**src/rtl/rss_regs.svh**
```systemverilog
// Constants for the reset source sequencer
// Contract
// - Reset pin low or watchdog underflow resets
// - Software reset bit write triggers reset
// - Pin low holds pins, CPU, registers reset
// - Pin release starts fetch at reset vector
// - After reset CPU clock is slow/8
// - RAM never cleared; write-during-reset undefined
// - Supply good: count 32 slow cycles, release
// - Monitor 0 reset stays enabled after power-on; here power-on loads it from option bit 5
// - Supply below level 0 resets device
// - Option bit 5 low enables monitor 0
// - Supply below level 1 resets, some kept
// - Option bit 0 low autostarts watchdog
// - Code protect from gate and enable bits
// - Option bit 6 low enables monitor 1
// - Option bit 7 low enables count protect
// - Erased option byte reads all ones
// - Monitor 1 option is bit 6, programmer only
`ifndef RSS_REGS_SVH
`define RSS_REGS_SVH
`define RSS_OPT_ADDR 16'hffff
`define RSS_OPT_ERASED 8'hff
`define RSS_OPT_WDT_BIT 0
`define RSS_OPT_CPGATE_BIT 2
`define RSS_OPT_CPEN_BIT 3
`define RSS_OPT_MON0_BIT 5
`define RSS_OPT_MON1_BIT 6
`define RSS_OPT_CSP_BIT 7
`define RSS_PM0_SWRST_BIT 3
`define RSS_RELEASE_COUNT 6'h20
`define RSS_PIN_LOW_NS 10000
`define RSS_CLK_NS 100
`define RSS_PIN_LOW_CYC ((`RSS_PIN_LOW_NS + `RSS_CLK_NS - 1) / `RSS_CLK_NS)
`endif

```
**src/rtl/rss_pkg.sv**
```systemverilog
// Types for the reset source sequencer
package rss_pkg;
   // Sequencer states, Gray along the usual path
   typedef enum logic [1:0] {
      RSS_HOLD = 2'b00,
      RSS_COUNT = 2'b01,
      RSS_RUN = 2'b11
   } rss_state_e;
endpackage

```
**src/rtl/rss_top.sv**
```systemverilog
// Reset source combiner and release sequencer
`include "rss_regs.svh"
module rss_top
   import rss_pkg::*;
(
   // Clock and power-on reset
   input wire logic clk,
   input wire logic rst_b,
   // External reset pin, active low
   input wire logic reset_pin_b,
   // Supply monitors, high while supply below level
   input wire logic below_level0,
   input wire logic below_level1,
   // Slow oscillator tick, one cycle per slow period
   input wire logic slow_tick,
   // Watchdog underflow pulse
   input wire logic wdt_underflow,
   // Processor mode register 0 write port
   input wire logic pm0_wr,
   input wire logic [7:0] pm0_wdata,
   // Option byte as stored in flash
   input wire logic [7:0] opt_flash,
   // Monitor enables from voltage control (software)
   input wire logic mon0_sw_enable,
   input wire logic mon1_sw_enable,
   // Reset outputs
   output logic sys_reset_b,
   output logic pins_input_only,
   output logic fetch_vector,
   output logic cpu_clk_slow_div8,
   output logic keep_sfr_partial,
   // Decoded option byte
   output logic wdt_autostart,
   output logic code_protect_on,
   output logic mon0_reset_en,
   output logic mon1_reset_en,
   output logic csp_mode_en,
   output logic [7:0] opt_byte
);
   ////////////////////////////////////////////////////////////////////
   // Option byte
   logic [7:0] opt_q; // Latched option byte
   logic hw_capture_r; // Capture strobe at hardware reset
   logic hw_capture_nxt;

   rss_opt_latch u_opt (
      .clk(clk),
      .rst_b(rst_b),
      .capture(hw_capture_r),
      .opt_in(opt_flash),
      .opt_q(opt_q)
   );

   ////////////////////////////////////////////////////////////////////
   // Reset sources
   logic pin_low; // Pin held low
   logic sw_reset; // Software reset write
   logic mon0_hit; // Level 0 reset active
   logic mon1_hit; // Level 1 reset active
   logic any_src; // Combined source
   logic mon0_en_r; // Monitor 0 enable, frozen
   logic mon1_en_r; // Monitor 1 enable, frozen
   logic mon0_en_nxt;
   logic mon1_en_nxt;
   logic seen_hw_r; // A hardware reset has occurred
   logic seen_hw_nxt;

   // Decode sources
   always_comb begin
      pin_low = !reset_pin_b;
      sw_reset = pm0_wr && pm0_wdata[`RSS_PM0_SWRST_BIT];
      mon0_hit = below_level0 && mon0_en_r && mon0_sw_enable;
      mon1_hit = below_level1 && mon1_en_r && mon1_sw_enable;
      any_src = pin_low || wdt_underflow || sw_reset
         || mon0_hit || mon1_hit;
   end

   // Option enables sampled only at hardware reset
   always_comb begin
      hw_capture_nxt = pin_low;
      seen_hw_nxt = seen_hw_r || hw_capture_r;
      mon0_en_nxt = mon0_en_r;
      mon1_en_nxt = mon1_en_r;
      if (hw_capture_r) begin
         mon0_en_nxt = !opt_flash[`RSS_OPT_MON0_BIT];
         mon1_en_nxt = !opt_flash[`RSS_OPT_MON1_BIT];
      end
   end

   // Power-on sets monitor 0 on, monitor 1 off until the first capture loads both
   always_ff @(posedge clk or negedge rst_b) begin
      if (!rst_b) begin
         hw_capture_r <= 1'b1;
         seen_hw_r <= 1'b0;
         mon0_en_r <= 1'b1;
         mon1_en_r <= 1'b0;
      end else begin
         hw_capture_r <= hw_capture_nxt;
         seen_hw_r <= seen_hw_nxt;
         mon0_en_r <= mon0_en_nxt;
         mon1_en_r <= mon1_en_nxt;
      end
   end

   ////////////////////////////////////////////////////////////////////
   // Release sequencer
   rss_state_e state_r;
   rss_state_e state_nxt;
   logic [5:0] cnt_r; // Slow oscillator cycles since supply good
   logic [5:0] cnt_nxt;
   logic volt_src_r; // Last reset came from a monitor
   logic volt_src_nxt;
   logic partial_r; // Last reset keeps some registers
   logic partial_nxt;
   logic fetch_r; // Start fetch pulse
   logic fetch_nxt;

   // Hold, count slow cycles for voltage resets, then run
   always_comb begin
      state_nxt = state_r;
      cnt_nxt = cnt_r;
      volt_src_nxt = volt_src_r;
      partial_nxt = partial_r;
      fetch_nxt = 1'b0;
      unique case (state_r)
         RSS_HOLD: begin
            cnt_nxt = 6'h00;
            if (mon0_hit || mon1_hit) begin
               volt_src_nxt = 1'b1;
            end
            if (!any_src) begin
               if (volt_src_r) begin
                  state_nxt = RSS_COUNT;
               end else begin
                  state_nxt = RSS_RUN;
                  fetch_nxt = 1'b1;
               end
            end
         end
         RSS_COUNT: begin
            if (any_src) begin
               state_nxt = RSS_HOLD;
               cnt_nxt = 6'h00;
            end else if (slow_tick) begin
               cnt_nxt = cnt_r + 6'h01;
               if (cnt_r + 6'h01 == `RSS_RELEASE_COUNT) begin
                  state_nxt = RSS_RUN;
                  fetch_nxt = 1'b1;
                  volt_src_nxt = 1'b0;
               end
            end
         end
         RSS_RUN: begin
            if (any_src) begin
               state_nxt = RSS_HOLD;
               volt_src_nxt = mon0_hit || mon1_hit;
               // Only pin, level 0 monitor and power-on clear everything
               partial_nxt = !pin_low && !mon0_hit;
            end
         end
         default: begin
            state_nxt = RSS_HOLD;
         end
      endcase
   end

   // Start in hold after power-on, counting like a monitor reset
   always_ff @(posedge clk or negedge rst_b) begin
      if (!rst_b) begin
         state_r <= RSS_HOLD;
         cnt_r <= 6'h00;
         volt_src_r <= 1'b1;
         partial_r <= 1'b0;
         fetch_r <= 1'b0;
      end else begin
         state_r <= state_nxt;
         cnt_r <= cnt_nxt;
         volt_src_r <= volt_src_nxt;
         partial_r <= partial_nxt;
         fetch_r <= fetch_nxt;
      end
   end

   ////////////////////////////////////////////////////////////////////
   // Output registers
   logic out_rst_b_r;
   logic pins_in_r; // Pins held as inputs while in reset
   logic div8_r;
   logic [4:0] dec_r; // Decoded option fields
   logic [4:0] dec_nxt;

   // Decode latched option byte
   always_comb begin
      dec_nxt[0] = !opt_q[`RSS_OPT_WDT_BIT];
      dec_nxt[1] = opt_q[`RSS_OPT_CPGATE_BIT]
         && !opt_q[`RSS_OPT_CPEN_BIT];
      dec_nxt[2] = mon0_en_r;
      dec_nxt[3] = mon1_en_r;
      dec_nxt[4] = !opt_q[`RSS_OPT_CSP_BIT];
   end

   // Internal reset and clock selection; RAM has no reset here
   always_ff @(posedge clk or negedge rst_b) begin
      if (!rst_b) begin
         out_rst_b_r <= 1'b0;
         pins_in_r <= 1'b1;
         div8_r <= 1'b1;
         dec_r <= 5'h00;
      end else begin
         out_rst_b_r <= (state_nxt == RSS_RUN);
         pins_in_r <= (state_nxt != RSS_RUN);
         div8_r <= (state_nxt != RSS_RUN) ? 1'b1 : div8_r;
         dec_r <= dec_nxt;
      end
   end

   assign sys_reset_b = out_rst_b_r;
   assign pins_input_only = pins_in_r;
   assign fetch_vector = fetch_r;
   assign cpu_clk_slow_div8 = div8_r;
   assign keep_sfr_partial = partial_r;
   assign wdt_autostart = dec_r[0];
   assign code_protect_on = dec_r[1];
   assign mon0_reset_en = dec_r[2];
   assign mon1_reset_en = dec_r[3];
   assign csp_mode_en = dec_r[4];
   assign opt_byte = opt_q;

   ////////////////////////////////////////////////////////////////////
   // Checks
   AST_PIN_RESET: assert property (@(posedge clk) disable iff (!rst_b)
      !reset_pin_b |=> !sys_reset_b)
      else $error("pin low did not reset");
   AST_WDT_RESET: assert property (@(posedge clk) disable iff (!rst_b)
      wdt_underflow |=> !sys_reset_b)
      else $error("watchdog underflow did not reset");
   AST_SW_RESET: assert property (@(posedge clk) disable iff (!rst_b)
      (pm0_wr && pm0_wdata[3]) |=> !sys_reset_b)
      else $error("software reset ignored");
   AST_PINS_IN: assert property (@(posedge clk) disable iff (!rst_b)
      !sys_reset_b |-> pins_input_only)
      else $error("pins not inputs in reset");
   AST_FETCH: assert property (@(posedge clk) disable iff (!rst_b)
      $rose(sys_reset_b) |-> fetch_vector)
      else $error("no vector fetch at release");
   AST_DIV8: assert property (@(posedge clk) disable iff (!rst_b)
      $rose(sys_reset_b) |-> cpu_clk_slow_div8)
      else $error("clock not slow div8 after reset");
   AST_COUNT32: assert property (@(posedge clk) disable iff (!rst_b)
      ($rose(sys_reset_b) && $past(state_r) == RSS_COUNT) |-> cnt_r == 6'h20)
      else $error("release before 32 slow cycles");
   AST_MON0: assert property (@(posedge clk) disable iff (!rst_b)
      (below_level0 && mon0_en_r && mon0_sw_enable) |=> !sys_reset_b)
      else $error("level 0 did not reset");
   AST_PROTECT: assert property (@(posedge clk) disable iff (!rst_b)
      !opt_q[2] |=> !code_protect_on)
      else $error("protect with gate clear");
   // Pins released once the device runs
   AST_PINS_RUN: assert property (@(posedge clk) disable iff (!rst_b)
      sys_reset_b |-> !pins_input_only)
      else $error("pins still inputs while running");
   // Fetch pulse lasts a single cycle
   AST_FETCH_ONE: assert property (@(posedge clk) disable iff (!rst_b)
      fetch_vector |=> !fetch_vector)
      else $error("fetch pulse too long");
   // Fetch only with reset released
   AST_FETCH_REL: assert property (@(posedge clk) disable iff (!rst_b)
      fetch_vector |-> sys_reset_b)
      else $error("fetch while in reset");
   // No fetch while held
   AST_NO_FETCH: assert property (@(posedge clk) disable iff (!rst_b)
      !sys_reset_b |-> !fetch_vector)
      else $error("fetch during reset hold");
   // Pin, watchdog, software: release one cycle after sources clear
   AST_FAST_REL: assert property (@(posedge clk) disable iff (!rst_b)
      (state_r == RSS_HOLD && !any_src && !volt_src_r) |=> sys_reset_b)
      else $error("late release after plain reset");
   // Released only in run state
   AST_RUN_ONLY: assert property (@(posedge clk) disable iff (!rst_b)
      sys_reset_b |-> state_r == RSS_RUN)
      else $error("released outside run state");
   // Any source resets on the next edge
   AST_ANY_SRC: assert property (@(posedge clk) disable iff (!rst_b)
      any_src |=> !sys_reset_b)
      else $error("reset source ignored");
   // Level 1 monitor resets when enabled
   AST_MON1: assert property (@(posedge clk) disable iff (!rst_b)
      (below_level1 && mon1_en_r && mon1_sw_enable) |=> !sys_reset_b)
      else $error("level 1 did not reset");
   // No release from count without a slow tick
   AST_NO_EARLY: assert property (@(posedge clk) disable iff (!rst_b)
      (state_r == RSS_COUNT && !slow_tick) |=> !sys_reset_b)
      else $error("release without slow tick");
   // Counter never reaches the limit while counting
   AST_CNT_RANGE: assert property (@(posedge clk) disable iff (!rst_b)
      state_r == RSS_COUNT |-> cnt_r < 6'h20)
      else $error("count overran while counting");
   // Hold clears the counter
   AST_CNT_CLR: assert property (@(posedge clk) disable iff (!rst_b)
      state_r == RSS_HOLD |=> cnt_r == 6'h00)
      else $error("count not cleared in hold");
   // Each slow tick adds one
   AST_TICK_STEP: assert property (@(posedge clk) disable iff (!rst_b)
      (state_r == RSS_COUNT && slow_tick && !any_src)
      |=> cnt_r == $past(cnt_r) + 6'h01)
      else $error("slow tick not counted");
   // Monitor hit in hold marks a voltage reset
   AST_VOLT_SET: assert property (@(posedge clk) disable iff (!rst_b)
      (state_r == RSS_HOLD && (mon0_hit || mon1_hit)) |=> volt_src_r)
      else $error("monitor reset not remembered");
   // Voltage reset goes through the count
   AST_VOLT_CNT: assert property (@(posedge clk) disable iff (!rst_b)
      (state_r == RSS_HOLD && !any_src && volt_src_r)
      |=> state_r == RSS_COUNT)
      else $error("voltage reset skipped count");
   // Slow clock selected throughout reset
   AST_DIV8_HELD: assert property (@(posedge clk) disable iff (!rst_b)
      !sys_reset_b |-> cpu_clk_slow_div8)
      else $error("clock not slow during reset");
   // Watchdog start decode
   AST_DEC_WDT: assert property (@(posedge clk) disable iff (!rst_b)
      1'b1 |=> wdt_autostart == !$past(opt_q[`RSS_OPT_WDT_BIT]))
      else $error("watchdog start decode wrong");
   // Count source protect decode
   AST_DEC_CSP: assert property (@(posedge clk) disable iff (!rst_b)
      1'b1 |=> csp_mode_en == !$past(opt_q[`RSS_OPT_CSP_BIT]))
      else $error("count protect decode wrong");
   // Gate set and enable clear turns protection on
   AST_CP_ON: assert property (@(posedge clk) disable iff (!rst_b)
      (opt_q[`RSS_OPT_CPGATE_BIT] && !opt_q[`RSS_OPT_CPEN_BIT])
      |=> code_protect_on)
      else $error("protect not enabled");
   // Enable bit set turns protection off
   AST_CP_OFF: assert property (@(posedge clk) disable iff (!rst_b)
      opt_q[`RSS_OPT_CPEN_BIT] |=> !code_protect_on)
      else $error("protect with enable bit set");
   // Monitor enables shown one cycle later
   AST_MON0_OUT: assert property (@(posedge clk) disable iff (!rst_b)
      1'b1 |=> mon0_reset_en == $past(mon0_en_r))
      else $error("monitor 0 enable output wrong");
   AST_MON1_OUT: assert property (@(posedge clk) disable iff (!rst_b)
      1'b1 |=> mon1_reset_en == $past(mon1_en_r))
      else $error("monitor 1 enable output wrong");
   // Option byte frozen outside hardware reset
   AST_OPT_FROZEN: assert property (@(posedge clk) disable iff (!rst_b)
      !hw_capture_r |=> $stable(opt_q))
      else $error("option byte changed outside reset");
   AST_EN_FROZEN: assert property (@(posedge clk) disable iff (!rst_b)
      !hw_capture_r |=> $stable(mon0_en_r) && $stable(mon1_en_r))
      else $error("monitor enables changed outside reset");
   // Pin low arms the capture
   AST_CAPTURE: assert property (@(posedge clk) disable iff (!rst_b)
      !reset_pin_b |=> hw_capture_r)
      else $error("no capture while pin low");
   // Pin reset from run clears everything
   AST_PART_PIN: assert property (@(posedge clk) disable iff (!rst_b)
      (state_r == RSS_RUN && !reset_pin_b) |=> !keep_sfr_partial)
      else $error("pin reset kept registers");
   // Watchdog reset from run keeps some registers
   AST_PART_WDT: assert property (@(posedge clk) disable iff (!rst_b)
      (state_r == RSS_RUN && wdt_underflow && reset_pin_b && !mon0_hit)
      |=> keep_sfr_partial)
      else $error("watchdog reset cleared all");
endmodule

```
**src/rtl/rss_opt_latch.sv**
```systemverilog
// Option byte capture at hardware reset
`include "rss_regs.svh"
module rss_opt_latch
   import rss_pkg::*;
(
   // Clock and reset
   input wire logic clk,
   input wire logic rst_b,
   // Capture control
   input wire logic capture,
   input wire logic [7:0] opt_in,
   // Latched byte
   output logic [7:0] opt_q
);
   // Next value of latched byte
   logic [7:0] opt_r;
   logic [7:0] opt_nxt;

   // Take new byte only when told
   always_comb begin
      opt_nxt = opt_r;
      if (capture) begin
         opt_nxt = opt_in;
      end
   end

   // Erased value until first capture
   always_ff @(posedge clk or negedge rst_b) begin
      if (!rst_b) begin
         opt_r <= `RSS_OPT_ERASED;
      end else begin
         opt_r <= opt_nxt;
      end
   end

   assign opt_q = opt_r;
endmodule

```
**config.mk**
```make
export PLATFORM = sky130hd
export DESIGN_NAME = rss_top
export DESIGN_NICKNAME = d
export VERILOG_FILES = /design/src/rtl/rss_pkg.sv /design/src/rtl/rss_top.sv /design/src/rtl/rss_opt_latch.sv
export VERILOG_INCLUDE_DIRS = /design/src /design/src/rtl
export SDC_FILE = /design/constraint.sdc
export NUM_CORES = 1
export LEC_CHECK = 0
export ABC_CLOCK_PERIOD_IN_PS = 3400
export BUFFER_PORTS_ARGS = -buffer_cell sky130_fd_sc_hd__buf_2
export CAP_MARGIN = 20
export CELL_PAD_IN_SITES_DETAIL_PLACEMENT = 1
export CELL_PAD_IN_SITES_GLOBAL_PLACEMENT = 1
export CORE_UTILIZATION = 41
export CTS_CLUSTER_DIAMETER = 30
export DETAILED_ROUTE_END_ITERATION = 7
export PLACE_DENSITY = 0.88
export SETUP_SLACK_MARGIN = 0.2
export SLEW_MARGIN = 5
export SYNTH_ARGS = -nofsm -noshare
export SYNTH_HDL_FRONTEND = slang
export SYNTH_SLANG_ARGS = --single-unit
```
**constraint.sdc**
```tcl
create_clock -name clk -period 3.4 [get_ports clk]
set_input_delay 0.51 -clock clk [delete_from_list [all_inputs] [get_ports clk]]
set_output_delay 0.51 -clock clk [all_outputs]
set_load 0.03 [all_outputs]
```
==> flow_summary.ini <==
[outcome]
status = finished, final reports clean

[clock_tree]
cts_tree = yes
holdBufCountCts = 0
cts_max_level = 2
post_cts_buffers = 0
clkTransAtPathRegs_ps = 100
cts_root_buffer = clkbuf_4
cts_buffers = 5
insertion_delay_ps = 330
cts_buffer_depth = 2
clock-sinks = 29
cts_resized = 0

[placement]
io_buffers = 35
dp.cells = 195
gp_congestion = 0.8246
dp_hpwl_um = 2354
dp_slack_ps = 1597

[timing]
tightestPinTransition_ps = 636.0
finalSetupViolCount = 0
fin_ws_ps = 1737
setup_tns_ps = 0
slew_violations = 0
rsz0062_at_grt = false
hold_viol = 0
fin_crit_sh_pct = 48.92
finalCriticalPeriod_ps = 1663
slew_headroom_pct = 57.60
clock_skew_ps = 8.525
fmax_ghz = 0.6012

[yosys]
synthTopCellsByArea = dfrtp_1 31%, dfstp_2 23%, mux2_2 5.7%
synth_top_flop_cell = dfrtp_1
synth.largest_area_cell = dfrtp_1
synthCells = 119
yosysSeqAreaShare_pct = 53.92
netlist_area_um2 = 1374
yosys.area.top_type_share_pct = 30.97
syn_area_per_cell_um2 = 11.54
yosysWarnings = 0
synthArstFlopShare_pct = 100.0
synth_edf_count = 0
synth_fp_nets = 150
ys_seq_elements = 29
synth_cell_type_count = 39

[critical_path]
cp_common_cell = nand2_1
crit_fanout = 8
endpoint_kind = flop
cp.required_ps = 3660
crit_path_max_incr_delay_ps = 440
reg2reg_to = state_r[0]
crit_path_start = state_r[1]
r2r_cells = 6
timing.rr.start = state_r[1]
crit_chain = inv_1 > ha_1 > nand2_1 > nor2_2 > nand2_1 > a31oi_1
slowest_stage = dfrtp_1
crit_arrival_ps = 1920
ff2ff_setup_slack_ps = 1740
start_kind = flop
path_class = reg -> reg

[global_routing]
grt_start_max_net_pins = 30
grt_pass1_vias = 1135
grt_pass1_wl_um = 5195
antenna_found_initial = 0
grt_usage_pct = 20.79
grt.overflow.total = 0

[detailed_routing]
wirelength_um = 3022
dr.pass1.iters = 4
vias = 1048
drcViolationCount = 0
vias_per_cell = 5.163
drtIter0Drc = 14
antenna_left = 0
wl_per_cell_um = 14.89

[final_layout]
fin_cells = 203
insertedDiodeCount = 0
area_growth_pct = 19.40
nets = 189
layout-drive-gt1-share_pct = 44.03

[pwr]
p_leak_nw = 0.7525
power_density_nw_per_um2 = 556.2
vdd_ir_drop_max_mv = 0.3042

[floorplan]
die_y_um = 59.89
die_x_um = 59.89
io_pins = 44
start_util_pct = 43.92
die-area_um2 = 3586
core_um2 = 3128
num_rows = 20

[run]
drv_cap = 0

[min_path]
hold_class = in -> async
[per-stage QoR]
stage               utilization [%]  hold slack (ps)  power [mW]  cell area, um^2
CTS                           52.44            187.9      0.9290             1640
finish                        52.44            187.8      0.9124             1640
detailed placement            50.68            399.7      0.7238             1585
global placement              50.68            383.7      0.7001             1585
global route                  52.44            221.6      0.9688             1640
floorplan                         -            214.4      0.6329             1374
[worst max-delay path, delay by kind of cell (launching register included)]
family | cells | cell delay [ps]
AO/OA/AOI/OAI | 1 | 180
buffers and inverters | 1 | 100
adder cells (fa/ha/maj) | 1 | 300
flip-flops | 1 | 440
AND/OR/NAND/NOR | 3 | 580
[sequential cells by signal (all words and copies together), names as in the netlist]
name,cells
keep_sfr_partial,1
mon0_en_r,1
mon1_en_r,1
fetch_vector,1
dec_r,5
u_opt.opt_q,8
volt_src_r,1
state_r,2
sys_reset_b,1
hw_capture_r,1
pins_input_only,1
cnt_r,6
[Yosys cell counts, types with 2 or more instances]
cell type	n
nand3_1	6
xnor2_1	2
a21oi_1	6
dfstp_2	12
mux2_2	7
o21ai_0	7
a31oi_1	2
nand2_1	11
buf_4	2
mux2i_1	2
a22o_1	3
inv_1	8
nor2_1	4
ha_1	5
nor3b_1	2
dfrtp_1	17
[cell usage in the layout (no fill, tap or decap), types with 2 or more instances in the layout]
master	instances
a31oi_1	2
a21oi_1	6
ha_1	5
clkbuf_4	5
xnor2_1	2
o21ai_0	7
dfstp_2	12
nand2_1	11
nor2_1	4
nor3b_1	2
inv_1	8
buf_2	35
dfrtp_1	17
a22o_1	3
mux2i_1	2
clkinv_2	2
mux2_2	7
nand3_1	6
[report_power, final]
group	total (mW)	switching (mW)	internal (mW)
logic	0.281	0.184	0.0974
clock network	0.201	0.123	0.0777
registers	0.430	0.0310	0.399
total	0.912	0.338	0.574
[area by class of cell]
| cell class | instances | area (um^2) |
|---|---|---|
| Fill cell | 375 | 1488 |
| Sequential cell | 29 | 740.7 |
| Multi-Input combinational cell | 79 | 584.3 |
| Timing Repair Buffer | 35 | 175.2 |
| Tap cell | 44 | 55.05 |
| Clock buffer | 5 | 37.54 |
| Inverter | 8 | 30.03 |
| Clock inverter | 3 | 17.52 |
[logic make-up after synthesis]
group,synth area share (%)
simple gates,15.12
flops,53.92
compound gates,14.12
buf+inv,3.551
mux,7.195
fa+ha+maj,4.554
xor+xnor,1.275
other cells,0.2730
[layer usage]
layer | vias up | GRT usage, % | wire [um]
li1 | 499 | - | -
met1 | 519 | 22.27 | 1203
met2 | 23 | 36.98 | 1644
met3 | 7 | 7.359 | 117
met4 | 0 | 8.306 | 57
met5 | - | 0 | 0
[worst max path at each step]
stage	slack [ps]	end
4_1_cts	1740	sys_reset_b
3_3_place_gp	1650	sys_reset_b
2_1_floorplan	1890	sys_reset_b
6_report	1740	state_r[0]
3_5_place_dp	1600	sys_reset_b
5_1_grt	1510	state_r[0]
Power figures use the tool's default switching activity.
